<file path="src/eeprom_pkg.sv">
// Constants shared by the two-wire serial memory slave.
// Assumes a single 125 MHz system clock.
package eeprom_pkg;

   // ****************************************
   // Array geometry
   // ****************************************
   localparam int ADDR_W = 9;
   localparam int MEM_BYTES = 512;
   localparam int PAGE_BYTES = 16;
   localparam int PAGE_IDX_W = 4;
   localparam int BYTE_BITS = 8;
   localparam logic [3:0] BIT_COUNT_FULL = 4'h8;

   // ****************************************
   // Slave address byte fields
   // ****************************************
   localparam int SLV_TYPE_HI = 7;
   localparam int SLV_TYPE_LO = 4;
   localparam int SLV_SEL_HIGH = 3;
   localparam int SLV_SEL_LOW = 2;
   localparam int SLV_MSB = 1;
   localparam int SLV_RW = 0;

   // ****************************************
   // Write cycle timing
   // ****************************************
   localparam int CLK_HZ = 125_000_000;
   localparam int WRITE_CYCLE_MS = 5;
   localparam int WRITE_CYCLE_CLKS = WRITE_CYCLE_MS * (CLK_HZ / 1000);
   localparam int TIMER_W = 20;

   // ****************************************
   // Protocol states
   // ****************************************
   typedef enum logic [3:0] {
      ST_IDLE,
      ST_WAIT,
      ST_DEVADDR,
      ST_DEVACK,
      ST_WORDADDR,
      ST_WORDACK,
      ST_WDATA,
      ST_WDACK,
      ST_RDATA,
      ST_RACK
   } proto_state_type;

endpackage

</file>
<file path="src/pin_sync.sv">
// Two-stage synchroniser for a group of pin inputs.
// Assumes inputs are asynchronous to clk.
`timescale 1ns/100ps
module pin_sync #(
   parameter int WIDTH = 1
) (
   // Clock and reset
   input wire logic clk,
   input wire logic rst,
   // Pins in, synchronised levels out
   input wire logic [WIDTH-1:0] pin_in,
   output logic [WIDTH-1:0] pin_sync_out
);

   logic [WIDTH-1:0] stage1_r;

   always_ff @(posedge clk or posedge rst) begin
      if (rst) begin
         stage1_r <= '0;
         pin_sync_out <= '0;
      end else begin
         stage1_r <= pin_in;
         pin_sync_out <= stage1_r;
      end
   end

endmodule

</file>
<file path="src/twowire_eeprom_slave.sv">
// Two-wire slave front end with a 512-byte array behind it.
// Assumes bus pins are asynchronous and sampled by clk; SDA is open drain.
`timescale 1ns/100ps
module twowire_eeprom_slave #(
   parameter logic [3:0] DEVICE_TYPE_ID = 4'h5, // Arbitrary value
   parameter int WRITE_CYCLES = eeprom_pkg::WRITE_CYCLE_CLKS
) (
   // Clock and reset
   input wire logic clk,
   input wire logic rst,
   // Two-wire bus
   input wire logic scl,
   input wire logic sda_in,
   output logic sda_out,
   output logic sda_oe_n,
   // Straps
   input wire logic write_protect,
   input wire logic chip_select_pin_low,
   input wire logic chip_select_pin_high,
   // Status
   output logic write_busy
);

   // ****************************************
   // Pin synchronisers and bus events
   // ****************************************
   logic [4:0] pins_s;
   logic scl_s, sda_s, wp_s, sel_low_s, sel_high_s;
   logic scl_d_r, sda_d_r;
   logic scl_rise, scl_fall, start_ev, stop_ev;

   pin_sync #(.WIDTH(5)) pin_sync_i (
      .clk(clk),
      .rst(rst),
      .pin_in({scl, sda_in, write_protect, chip_select_pin_low, chip_select_pin_high}),
      .pin_sync_out(pins_s)
   );

   assign {scl_s, sda_s, wp_s, sel_low_s, sel_high_s} = pins_s;
   assign scl_rise = scl_s & ~scl_d_r;
   assign scl_fall = ~scl_s & scl_d_r;
   assign start_ev = scl_s & scl_d_r & sda_d_r & ~sda_s;
   assign stop_ev = scl_s & scl_d_r & ~sda_d_r & sda_s;

   // ****************************************
   // State
   // ****************************************
   eeprom_pkg::proto_state_type state_r, state_nxt;
   logic [3:0] cnt_r, cnt_nxt;
   logic [7:0] shift_r, shift_nxt, tx_r, tx_nxt;
   logic [eeprom_pkg::ADDR_W-1:0] addr_r, addr_nxt;
   logic rw_r, rw_nxt, oe_n_r, oe_n_nxt, busy_r, busy_nxt;
   logic ack_seen_r, ack_seen_nxt, have_r, have_nxt;
   logic [eeprom_pkg::TIMER_W-1:0] timer_r, timer_nxt;
   logic [4:0] wr_idx_r, wr_idx_nxt;
   logic [4:0] wpage_r, wpage_nxt;
   logic [eeprom_pkg::PAGE_BYTES-1:0] pvalid_r, pvalid_nxt;
   logic [7:0] pbuf_r [eeprom_pkg::PAGE_BYTES];
   logic [7:0] pbuf_nxt [eeprom_pkg::PAGE_BYTES];
   logic [7:0] mem [eeprom_pkg::MEM_BYTES];
   logic [7:0] rd_byte;
   logic sel_match, mem_we;

   assign rd_byte = mem[addr_r];
   assign sel_match = shift_r[eeprom_pkg::SLV_TYPE_HI:eeprom_pkg::SLV_TYPE_LO] == DEVICE_TYPE_ID
      && shift_r[eeprom_pkg::SLV_SEL_HIGH] == sel_high_s
      && shift_r[eeprom_pkg::SLV_SEL_LOW] == sel_low_s;
   assign mem_we = busy_r && !wr_idx_r[4] && pvalid_r[wr_idx_r[3:0]];

   // ****************************************
   // Next-state logic
   // ****************************************
   always_comb begin
      state_nxt = state_r;
      cnt_nxt = cnt_r;
      shift_nxt = shift_r;
      tx_nxt = tx_r;
      addr_nxt = addr_r;
      rw_nxt = rw_r;
      oe_n_nxt = oe_n_r;
      busy_nxt = busy_r;
      ack_seen_nxt = ack_seen_r;
      have_nxt = have_r;
      timer_nxt = timer_r;
      wr_idx_nxt = wr_idx_r;
      wpage_nxt = wpage_r;
      pvalid_nxt = pvalid_r;
      pbuf_nxt = pbuf_r;
      if (busy_r) begin
         // Bus ignored while array is written
         state_nxt = eeprom_pkg::ST_WAIT;
         oe_n_nxt = 1'b1;
         if (!wr_idx_r[4]) begin
            wr_idx_nxt = wr_idx_r + 5'h01;
         end
         timer_nxt = timer_r - 20'h00001;
         if (timer_r == 20'h00001) begin
            busy_nxt = 1'b0;
            pvalid_nxt = '0;
            have_nxt = 1'b0;
            state_nxt = eeprom_pkg::ST_IDLE;
         end
      end else if (start_ev) begin
         // Repeated start also drops any pending page data
         state_nxt = eeprom_pkg::ST_DEVADDR;
         cnt_nxt = 4'h0;
         oe_n_nxt = 1'b1;
         pvalid_nxt = '0;
         have_nxt = 1'b0;
         ack_seen_nxt = 1'b0;
      end else if (stop_ev) begin
         state_nxt = eeprom_pkg::ST_IDLE;
         oe_n_nxt = 1'b1;
         if (state_r == eeprom_pkg::ST_WDATA && cnt_r <= 4'h1 && have_r) begin
            busy_nxt = 1'b1;
            timer_nxt = WRITE_CYCLES[eeprom_pkg::TIMER_W-1:0];
            wr_idx_nxt = 5'h00;
            wpage_nxt = addr_r[8:4];
         end else begin
            pvalid_nxt = '0;
            have_nxt = 1'b0;
         end
      end else begin
         case (state_r)
            eeprom_pkg::ST_DEVADDR, eeprom_pkg::ST_WORDADDR, eeprom_pkg::ST_WDATA: begin
               if (scl_rise && cnt_r < eeprom_pkg::BIT_COUNT_FULL) begin
                  shift_nxt = {shift_r[6:0], sda_s};
                  cnt_nxt = cnt_r + 4'h1;
               end else if (scl_fall && cnt_r == eeprom_pkg::BIT_COUNT_FULL) begin
                  cnt_nxt = 4'h0;
                  if (state_r == eeprom_pkg::ST_DEVADDR) begin
                     if (sel_match) begin
                        oe_n_nxt = 1'b0;
                        rw_nxt = shift_r[eeprom_pkg::SLV_RW];
                        addr_nxt = {shift_r[eeprom_pkg::SLV_MSB], addr_r[7:0]};
                        state_nxt = eeprom_pkg::ST_DEVACK;
                     end else begin
                        state_nxt = eeprom_pkg::ST_WAIT;
                     end
                  end else if (state_r == eeprom_pkg::ST_WORDADDR) begin
                     oe_n_nxt = 1'b0;
                     addr_nxt = {addr_r[8], shift_r};
                     state_nxt = eeprom_pkg::ST_WORDACK;
                  end else if (wp_s && addr_r[8]) begin
                     state_nxt = eeprom_pkg::ST_WAIT;
                     pvalid_nxt = '0;
                     have_nxt = 1'b0;
                  end else begin
                     // Same slot overwritten after wrap
                     oe_n_nxt = 1'b0;
                     pbuf_nxt[addr_r[3:0]] = shift_r;
                     pvalid_nxt[addr_r[3:0]] = 1'b1;
                     addr_nxt = {addr_r[8:4], addr_r[3:0] + 4'h1};
                     have_nxt = 1'b1;
                     state_nxt = eeprom_pkg::ST_WDACK;
                  end
               end
            end
            eeprom_pkg::ST_DEVACK: begin
               if (scl_fall) begin
                  if (rw_r) begin
                     oe_n_nxt = rd_byte[7];
                     tx_nxt = {rd_byte[6:0], 1'b0};
                     cnt_nxt = 4'h1;
                     state_nxt = eeprom_pkg::ST_RDATA;
                  end else begin
                     oe_n_nxt = 1'b1;
                     state_nxt = eeprom_pkg::ST_WORDADDR;
                  end
               end
            end
            eeprom_pkg::ST_WORDACK, eeprom_pkg::ST_WDACK: begin
               if (scl_fall) begin
                  oe_n_nxt = 1'b1;
                  state_nxt = eeprom_pkg::ST_WDATA;
               end
            end
            eeprom_pkg::ST_RDATA: begin
               if (scl_fall) begin
                  if (cnt_r == eeprom_pkg::BIT_COUNT_FULL) begin
                     oe_n_nxt = 1'b1;
                     addr_nxt = addr_r + 9'h001;
                     cnt_nxt = 4'h0;
                     state_nxt = eeprom_pkg::ST_RACK;
                  end else begin
                     oe_n_nxt = tx_r[7];
                     tx_nxt = {tx_r[6:0], 1'b0};
                     cnt_nxt = cnt_r + 4'h1;
                  end
               end
            end
            eeprom_pkg::ST_RACK: begin
               if (scl_rise) begin
                  if (sda_s) begin
                     state_nxt = eeprom_pkg::ST_WAIT;
                  end else begin
                     ack_seen_nxt = 1'b1;
                  end
               end else if (scl_fall && ack_seen_r) begin
                  ack_seen_nxt = 1'b0;
                  oe_n_nxt = rd_byte[7];
                  tx_nxt = {rd_byte[6:0], 1'b0};
                  cnt_nxt = 4'h1;
                  state_nxt = eeprom_pkg::ST_RDATA;
               end
            end
            default: begin
               state_nxt = state_r;
            end
         endcase
      end
   end

   // ****************************************
   // Registers
   // ****************************************
   always_ff @(posedge clk or posedge rst) begin
      if (rst) begin
         state_r <= eeprom_pkg::ST_IDLE;
         cnt_r <= 4'h0;
         shift_r <= 8'h00;
         tx_r <= 8'h00;
         addr_r <= 9'h000;
         rw_r <= 1'b0;
         oe_n_r <= 1'b1;
         busy_r <= 1'b0;
         ack_seen_r <= 1'b0;
         have_r <= 1'b0;
         timer_r <= 20'h00000;
         wr_idx_r <= 5'h10;
         wpage_r <= 5'h00;
         pvalid_r <= '0;
         pbuf_r <= '{default: 8'h00};
         // Same level as synchroniser reset, no false fall
         scl_d_r <= 1'b0;
         sda_d_r <= 1'b0;
         sda_out <= 1'b0;
         sda_oe_n <= 1'b1;
         write_busy <= 1'b0;
      end else begin
         state_r <= state_nxt;
         cnt_r <= cnt_nxt;
         shift_r <= shift_nxt;
         tx_r <= tx_nxt;
         addr_r <= addr_nxt;
         rw_r <= rw_nxt;
         oe_n_r <= oe_n_nxt;
         busy_r <= busy_nxt;
         ack_seen_r <= ack_seen_nxt;
         have_r <= have_nxt;
         timer_r <= timer_nxt;
         wr_idx_r <= wr_idx_nxt;
         wpage_r <= wpage_nxt;
         pvalid_r <= pvalid_nxt;
         pbuf_r <= pbuf_nxt;
         scl_d_r <= scl_s;
         sda_d_r <= sda_s;
         sda_out <= 1'b0;
         sda_oe_n <= oe_n_nxt;
         write_busy <= busy_nxt;
      end
   end

   // ****************************************
   // Array write, one slot per cycle
   // ****************************************
   always_ff @(posedge clk) begin
      if (mem_we) begin
         mem[{wpage_r, wr_idx_r[3:0]}] <= pbuf_r[wr_idx_r[3:0]];
      end
   end

   logic byte_end;
   assign byte_end = scl_fall && cnt_r == eeprom_pkg::BIT_COUNT_FULL && !busy_r
      && !start_ev && !stop_ev;
endmodule

</file>
<file path="config.mk">
export PLATFORM = sky130hd
export DESIGN_NAME = twowire_eeprom_slave
export DESIGN_NICKNAME = d
export VERILOG_FILES = /design/src/eeprom_pkg.sv /design/src/pin_sync.sv /design/src/twowire_eeprom_slave.sv
export SDC_FILE = /design/constraint.sdc
export NUM_CORES = 2
export LEC_CHECK = 0
export BUFFER_PORTS_ARGS = -buffer_cell sky130_fd_sc_hd__buf_4
export CAP_MARGIN = 20
export CELL_PAD_IN_SITES_DETAIL_PLACEMENT = 0
export CELL_PAD_IN_SITES_GLOBAL_PLACEMENT = 1
export CORE_ASPECT_RATIO = 0.6
export CORE_UTILIZATION = 57
export CTS_BUF_LIST = sky130_fd_sc_hd__clkbuf_16
export CTS_CLUSTER_SIZE = 14
export DETAILED_ROUTE_END_ITERATION = 10
export GPL_TIMING_DRIVEN = 0
export PLACE_DENSITY = 0.77
export REMOVE_ABC_BUFFERS = 1
export SLEW_MARGIN = 20
export SYNTH_ARGS = -nofsm -noshare
export SYNTH_HDL_FRONTEND = slang
export SYNTH_SLANG_ARGS = --single-unit
export TNS_END_PERCENT = 5
</file>
<file path="constraint.sdc">
create_clock -name clk -period 17.4 [get_ports clk]
set_input_delay 3.48 -clock clk [delete_from_list [all_inputs] [get_ports clk]]
set_output_delay 3.48 -clock clk [all_outputs]
set_load 0.1 [all_outputs]
</file>
==> Word level (Yosys, flattened, before mapping) <==
Memory sizes are Yosys's and may differ from the RTL's.
Index checks and enable logic that the tools add are counted.
{ "totals": {"mem_count": 1, "output_inout_bits": 3, "in_bits": 7, "reg_bits": 224, "ram_bits": 4096, "word_cells": 283} }
{ "memory_table": {"columns": ["name", "depth", "width", "rd", "rd_clocked_by_memory_dff", "write_ports", "line_no", "text"], "rows": [
  ["mem", 512, 8, 1, 0, 1, "twowire_eeprom_slave.sv:60", "logic [7:0] mem [eeprom_pkg::MEM_BYTES];"]
]} }
{ "op_classes": {"bitwise_logic": 21, "n_eq_ne": 54, "magnitude_cmp": 8, "muxes": 117, "n_reduce_logical": 40, "n_addsub": 5} }
{ "op_table": {"columns": ["operator", "count"], "rows": [
  ["2-to-1 mux 16 bit", 11],
  ["bitwise mux 128 bit", 1],
  ["2-to-1 mux 4 bit", 25],
  ["2-to-1 mux 20 bit", 4],
  ["2-to-1 mux 8 bit", 10],
  ["2-to-1 mux 9 bit", 6],
  ["AND reduction 10 bit", 5],
  ["2-to-1 mux 1 bit", 43],
  ["inequality test 5 bit, second input constant", 8],
  ["binary-select mux 8 bit (select 4 bit)", 1],
  ["demux 8 bit (select 4 bit)", 1],
  ["inequality test 2 bit, second input constant", 15],
  ["AND reduction 9 bit", 3],
  ["2-to-1 mux 5 bit", 5],
  ["case mux 8 bit (3 select lines)", 1],
  ["inequality test 3 bit, second input constant", 7],
  ["equality test 20 x 1 -> 1 bit, second input constant", 1],
  ["equality test 4 x 3 -> 1 bit, second input constant", 5],
  ["inequality test 4 bit, second input constant", 5],
  ["case mux 4 bit (5 select lines)", 1],
  ["subtractor 20 x 1 -> 20 bit, second input constant", 1],
  ["case mux 9 bit (2 select lines)", 1],
  ["bitwise OR 16 bit", 1],
  ["case mux 4 bit (4 select lines)", 1],
  ["38 further kinds", 83]
]} }

==> Logic depth before layout (Yosys ltp) <==
{ "logic_depth": {"ltp_word": 14, "depth_mapped": 15, "mapped_depth_nobuf": 10} }

==> By module <==
Synthesis repeated with hierarchy kept, for this count alone.
{ "unflattened": {"cells_unflattened": 8135, "area_unflattened_um2": 169261.1} }
{ "modules_own_cells": {"columns": ["module", "n_inst", "cells_each", "area_per_inst_um2"], "rows": [
  ["twowire_eeprom_slave", 1, 8124, 169007.1],
  ["pin_sync", 1, 11, 254.0]
]} }

==> Worst setup path after synthesis <==
Ideal clock, no wire load.
{ "synth_timing": {"path_kind": "register to register", "start": "register wr_idx_r[0]", "end": "memory mem[0][0] (data pin)", "setup_time_ns": 0.903, "slack_ns": 11.058, "arrival_time_ns": 5.439, "n_path_buf": 3, "stages_incl_launch_ff": 6, "required_ns": 16.497, "cell_sequence": "dfrtp_1 buf_2 buf_1 buf_1 mux4_2 mux4_2"} }
{ "synth_between": {"elab_chain_len": 4} }
{ "synth_rtl": {"columns": ["element", "line_no", "text"], "rows": [
  ["start, declared", "twowire_eeprom_slave.sv:55", "logic [4:0] wr_idx_r, wr_idx_nxt;"],
  ["start signal, assigned", "twowire_eeprom_slave.sv:252", "wr_idx_r <= wr_idx_nxt;"],
  ["NOT 4 -> 5 bit (implied by the code)", "twowire_eeprom_slave.sv:269", "mem[{wpage_r, wr_idx_r[3:0]}] <= pbuf_r[wr_idx_r[3:0]];"],
  ["binary-select mux 8 bit (select 4 bit)", "twowire_eeprom_slave.sv:269", null],
  ["2-to-1 mux 8 bit (implied by the code) (2 in series)", "twowire_eeprom_slave.sv:269", null],
  ["end, declared", "twowire_eeprom_slave.sv:60", null]
]} }
No other way between the ends. The select of a mux whose other input is x is not followed.

==> Worst setup path after layout <==
{ "layout_timing": {"start": "register addr_r[1] (netlist bit)", "end": "register oe_n_r"} }
{ "layout_between": {"elab_chain_len": 7, "word_cells_on_any_way": 9, "classes_between": "8 x mux; 1 x memory"} }
{ "layout_rtl": {"columns": ["element", "line_no", "text"], "rows": [
  ["start, declared", "twowire_eeprom_slave.sv:51", "logic [eeprom_pkg::ADDR_W-1:0] addr_r, addr_nxt;"],
  ["start signal, assigned", "twowire_eeprom_slave.sv:245", "addr_r <= addr_nxt;"],
  ["memory (512 x 8 bit) (*)", null, null],
  ["2-to-1 mux 1 bit, on equally long branches", "twowire_eeprom_slave.sv:199, twowire_eeprom_slave.sv:161", null],
  ["2-to-1 mux 1 bit, on equally long branches", "twowire_eeprom_slave.sv:193, twowire_eeprom_slave.sv:160", null],
  ["case mux 1 bit (5 select lines) (*)", "twowire_eeprom_slave.sv:124", "case (state_r)"],
  ["2-to-1 mux 1 bit (*)", "twowire_eeprom_slave.sv:111", "end else if (stop_ev) begin"],
  ["2-to-1 mux 1 bit (*)", "twowire_eeprom_slave.sv:103", "end else if (start_ev) begin"],
  ["2-to-1 mux 1 bit (*)", "twowire_eeprom_slave.sv:89", "if (busy_r) begin"],
  ["end signal, assigned", "twowire_eeprom_slave.sv:247", "oe_n_r <= oe_n_nxt;"],
  ["end, declared", "twowire_eeprom_slave.sv:52", "logic rw_r, rw_nxt, oe_n_r, oe_n_nxt, busy_r, busy_nxt;"]
]} }
Mark *: on every way between the ends. The rest lies on a longest branch, timed or not. The select of a mux whose other input is x is not followed.
A chain may end at the register's enable or synchronous reset.

==> flow_metrics.tcl <==
set metrics [dict create \
    final_cell_mix "edfxtp_1, mux4_2, nor2_1" \
    drt-initial-drc-count 14126 \
    start_kind "flop" \
    fin_skew_ns 0.0422 \
    endpoint_kind "flop" \
    min_path_cells 0 \
    hold_path_class "flop to flop" \
    ioPinCount 10 \
    synth.distinct_cells 85 \
    layout_commonest_cell "edfxtp_1" \
    power_density_nw_per_um2 102 \
    ys.flop_type "edfxtp_1" \
    cts_buffers 375 \
    cp_common_cell "buf_16" \
    final_nets 8251 \
    ys_ff_latch 4319 \
    fin_crit_ns 6.22 \
    hpwl_mm 298 \
    critPathMaxStageDelay_ns 0.81 \
    yosys_warnings 0 \
    path_class "flop to flop" \
    die_area_um2 299000 \
    cts_sinks 4319 \
    floorplan.initialDensity 0.575 \
    areaGrowthSynthToFinish_pct 11.0 \
    cts_tree "done" \
    r2r_start "addr_r[1]" \
    slew-limit-headroom 0.127 \
    die_h_um 424 \
    grtUsageTotal 0.311 \
    cts_max_level 5 \
    status "complete, no violations" \
    hp-start "pin_sync_i.stage1_r[1]" \
    syn_area_um2 169000 \
    layout_worst_path_cycle_share 0.358 \
    antenna_left 0 \
    static-leakage-power_nw 58.3 \
    gp_congestion 0.823 \
    fin_util 0.638 \
    drive_gt1_frac 0.234 \
    routed_wl_mm 465 \
    route.detailed.drc 0 \
    postCtsResizedCells 0 \
    core.rowCount 154 \
    fp.coreArea_um2 294000 \
    ys_seq_area_frac 0.760 \
    rsz0062_at_grt "no" \
    antenna_found_initial 35 \
    synth_cells 8131 \
    portBuffers 8 \
    worstReg2RegEnd "oe_n_r" \
    vias_per_cell 7.03 \
    crit_chain "buf_16 -> buf_16 -> buf_16 -> buf_16 -> buf_16 -> mux4_2 -> o22ai_1 -> a2111oi_2 -> a2111oi_0 -> o31a_1 -> a311o_1 -> nand4_1 -> a21o_1" \
    regToRegSetupSlack_ns 11.18 \
    cts_setup_buffers 0 \
    ff2ff_path_depth 13 \
    postSynth.asyncResetShare 0.0516 \
    grt_pass1_wl_mm 653 \
    syn_area_per_cell_um2 20.8 \
    vias 86855 \
    clock_path_buffers 4 \
    insertion_delay_ns 0.93 \
    hold_viol 0 \
    peakVddDrop_mv 0.0849 \
    clk_root_buffer_cell "clkbuf_16" \
    maxCapViolations 0 \
    drv_slew 0 \
    worst_pin_slew_ns 1.31 \
    synth_edf_count 4096 \
    fillers 19211 \
    grt_remaining_overflow 0 \
    drtPass1Iterations 5 \
    grt_pass1_vias 84267 \
    critPathMaxFanout 48 \
    cp.arrival_ns 7.06 \
    critPathSlowestCell "o31a_1" \
    max_freq_mhz 161 \
    total_power_mw 19.1 \
    path_clk_slew_ns 0.07 \
    detail_route.wl_per_cell_um 37.6 \
    hold_end "pin_sync_i.pin_sync_out[1]" \
    critPathRequiredTime_ns 18.24 \
    cts.hold.buffers_added 0 \
    die_x_um 706 \
    grt_max_degree 112 \
    setup_violations 0 \
]
critical path, delay by kind of cell (launching register included):
family | cells | cell delay [ns]
AOI/OAI and AO/OA | 6 | 2.62
buffers and inverters | 5 | 1.52
DFF | 1 | 0.78
muxes | 1 | 0.55
and+or+nand+nor | 1 | 0.38
layout make-up:
type                       instances  area [um^2]  area share
antenna                           14         35.0    0.000186
clock buffer                     384         9610      0.0511
clock inverter                   211         1050     0.00558
inverter                          25          130    0.000692
multi-input combinational       3272        38200       0.203
sequential                      4319       129000       0.684
tap                             3900         4880      0.0260
timing repair buffer             238         5430      0.0289
metal layers:
metal	global-route usage	up-vias	wire (um)
li1	-	33866	-
met1	0.480	46197	185000
met2	0.426	5966	196000
met3	0.108	802	69300
met4	0.0837	24	13900
met5	0	-	160
worst max path at each step:
stage	start	endpoint	slack [ns]	cells after the start
2_1_floorplan	addr_r[0]	pbuf_r[72]	-31.15	4
3_3_place_gp	addr_r[0]	tx_r[5]	-74.71	8
3_5_place_dp	busy_r	mem[79][3]	11.39	6
4_1_cts	busy_r	write_busy	11.39	1
5_1_grt	addr_r[0]	tx_r[6]	11.25	14
6_report	addr_r[1]	oe_n_r	11.18	13
report_power, final:
group,switching (mW),internal [mW]
logic,0.0815,0.0518
clock network,3.65,4.04
registers,0.0802,11.2
per-stage QoR:
| step | setup WS (ns) | instance area [um^2] | setup TNS [ns] | hold slack [ns] | std cells |
|---|---|---|---|---|---|
| after floorplan | -31.15 | 166000 | -3988.89 | 0.331 | 7616 |
| after global placement | -74.71 | 171000 | -7621.60 | 0.343 | 11524 |
| after detailed placement | 11.39 | 177000 | 0 | 0.345 | 11753 |
| after CTS | 11.39 | 188000 | 0 | 0.355 | 12348 |
| after global routing | 11.25 | 188000 | 0 | 0.360 | 12350 |
| final | 11.18 | 188000 | 0 | 0.351 | 12363 |
cell usage after synthesis, types with 7 or more instances:
cell type	instances	share of area
a2111oi_0	12	0.00062
a211oi_1	28	0.0012
a21oi_1	119	0.0035
a221oi_1	47	0.0024
a22o_1	13	0.00067
a22oi_1	103	0.0046
a31oi_1	43	0.0016
and2_1	7	0.00026
and3_1	8	0.00030
buf_1	41	0.00091
buf_2	125	0.0037
buf_4	59	0.0026
buf_6	51	0.0034
clkbuf_1	231	0.0051
dfrtp_1	221	0.033
edfxtp_1	4096	0.73
ha_1	13	0.00096
inv_1	18	0.00040
mux2_2	163	0.011
mux2i_1	310	0.018
mux4_2	1042	0.14
nand2_1	211	0.0047
nand2b_1	14	0.00052
nand3_1	54	0.0016
nand4_1	12	0.00044
nor2_1	626	0.014
nor2b_1	20	0.00074
nor3_1	40	0.0012
nor4_1	14	0.00052
o211ai_1	15	0.00067
o21ai_0	104	0.0031
o221ai_1	66	0.0034
o22ai_1	49	0.0018
o31ai_1	15	0.00067
or2_2	7	0.00026
or3_1	15	0.00055
flip-flops by register name (all words and copies together) (netlist names):
| signal | count |
|---|---|
| mem | 4096 |
| pbuf_r | 128 |
| timer_r | 20 |
| pvalid_r | 16 |
| addr_r | 9 |
| shift_r | 8 |
| tx_r | 7 |
| pin_sync_i.pin_sync_out | 5 |
| pin_sync_i.stage1_r | 5 |
| wpage_r | 5 |
| wr_idx_r | 5 |
| cnt_r | 4 |
| state_r | 4 |
| ack_seen_r | 1 |
| busy_r | 1 |
| have_r | 1 |
| oe_n_r | 1 |
| rw_r | 1 |
| scl_d_r | 1 |
| sda_d_r | 1 |
cell families after synthesis:
kind of cell	share of synthesized area
flip-flops	0.760
buffers and inverters	0.0171
adder cells (fa/ha/maj)	0.000961
AND/OR/NAND/NOR	0.0263
other	0.0000222
XOR/XNOR	0.000414
multiplexers	0.168
AO/OA/AOI/OAI	0.0277
Power figures use the tool's default switching activity.
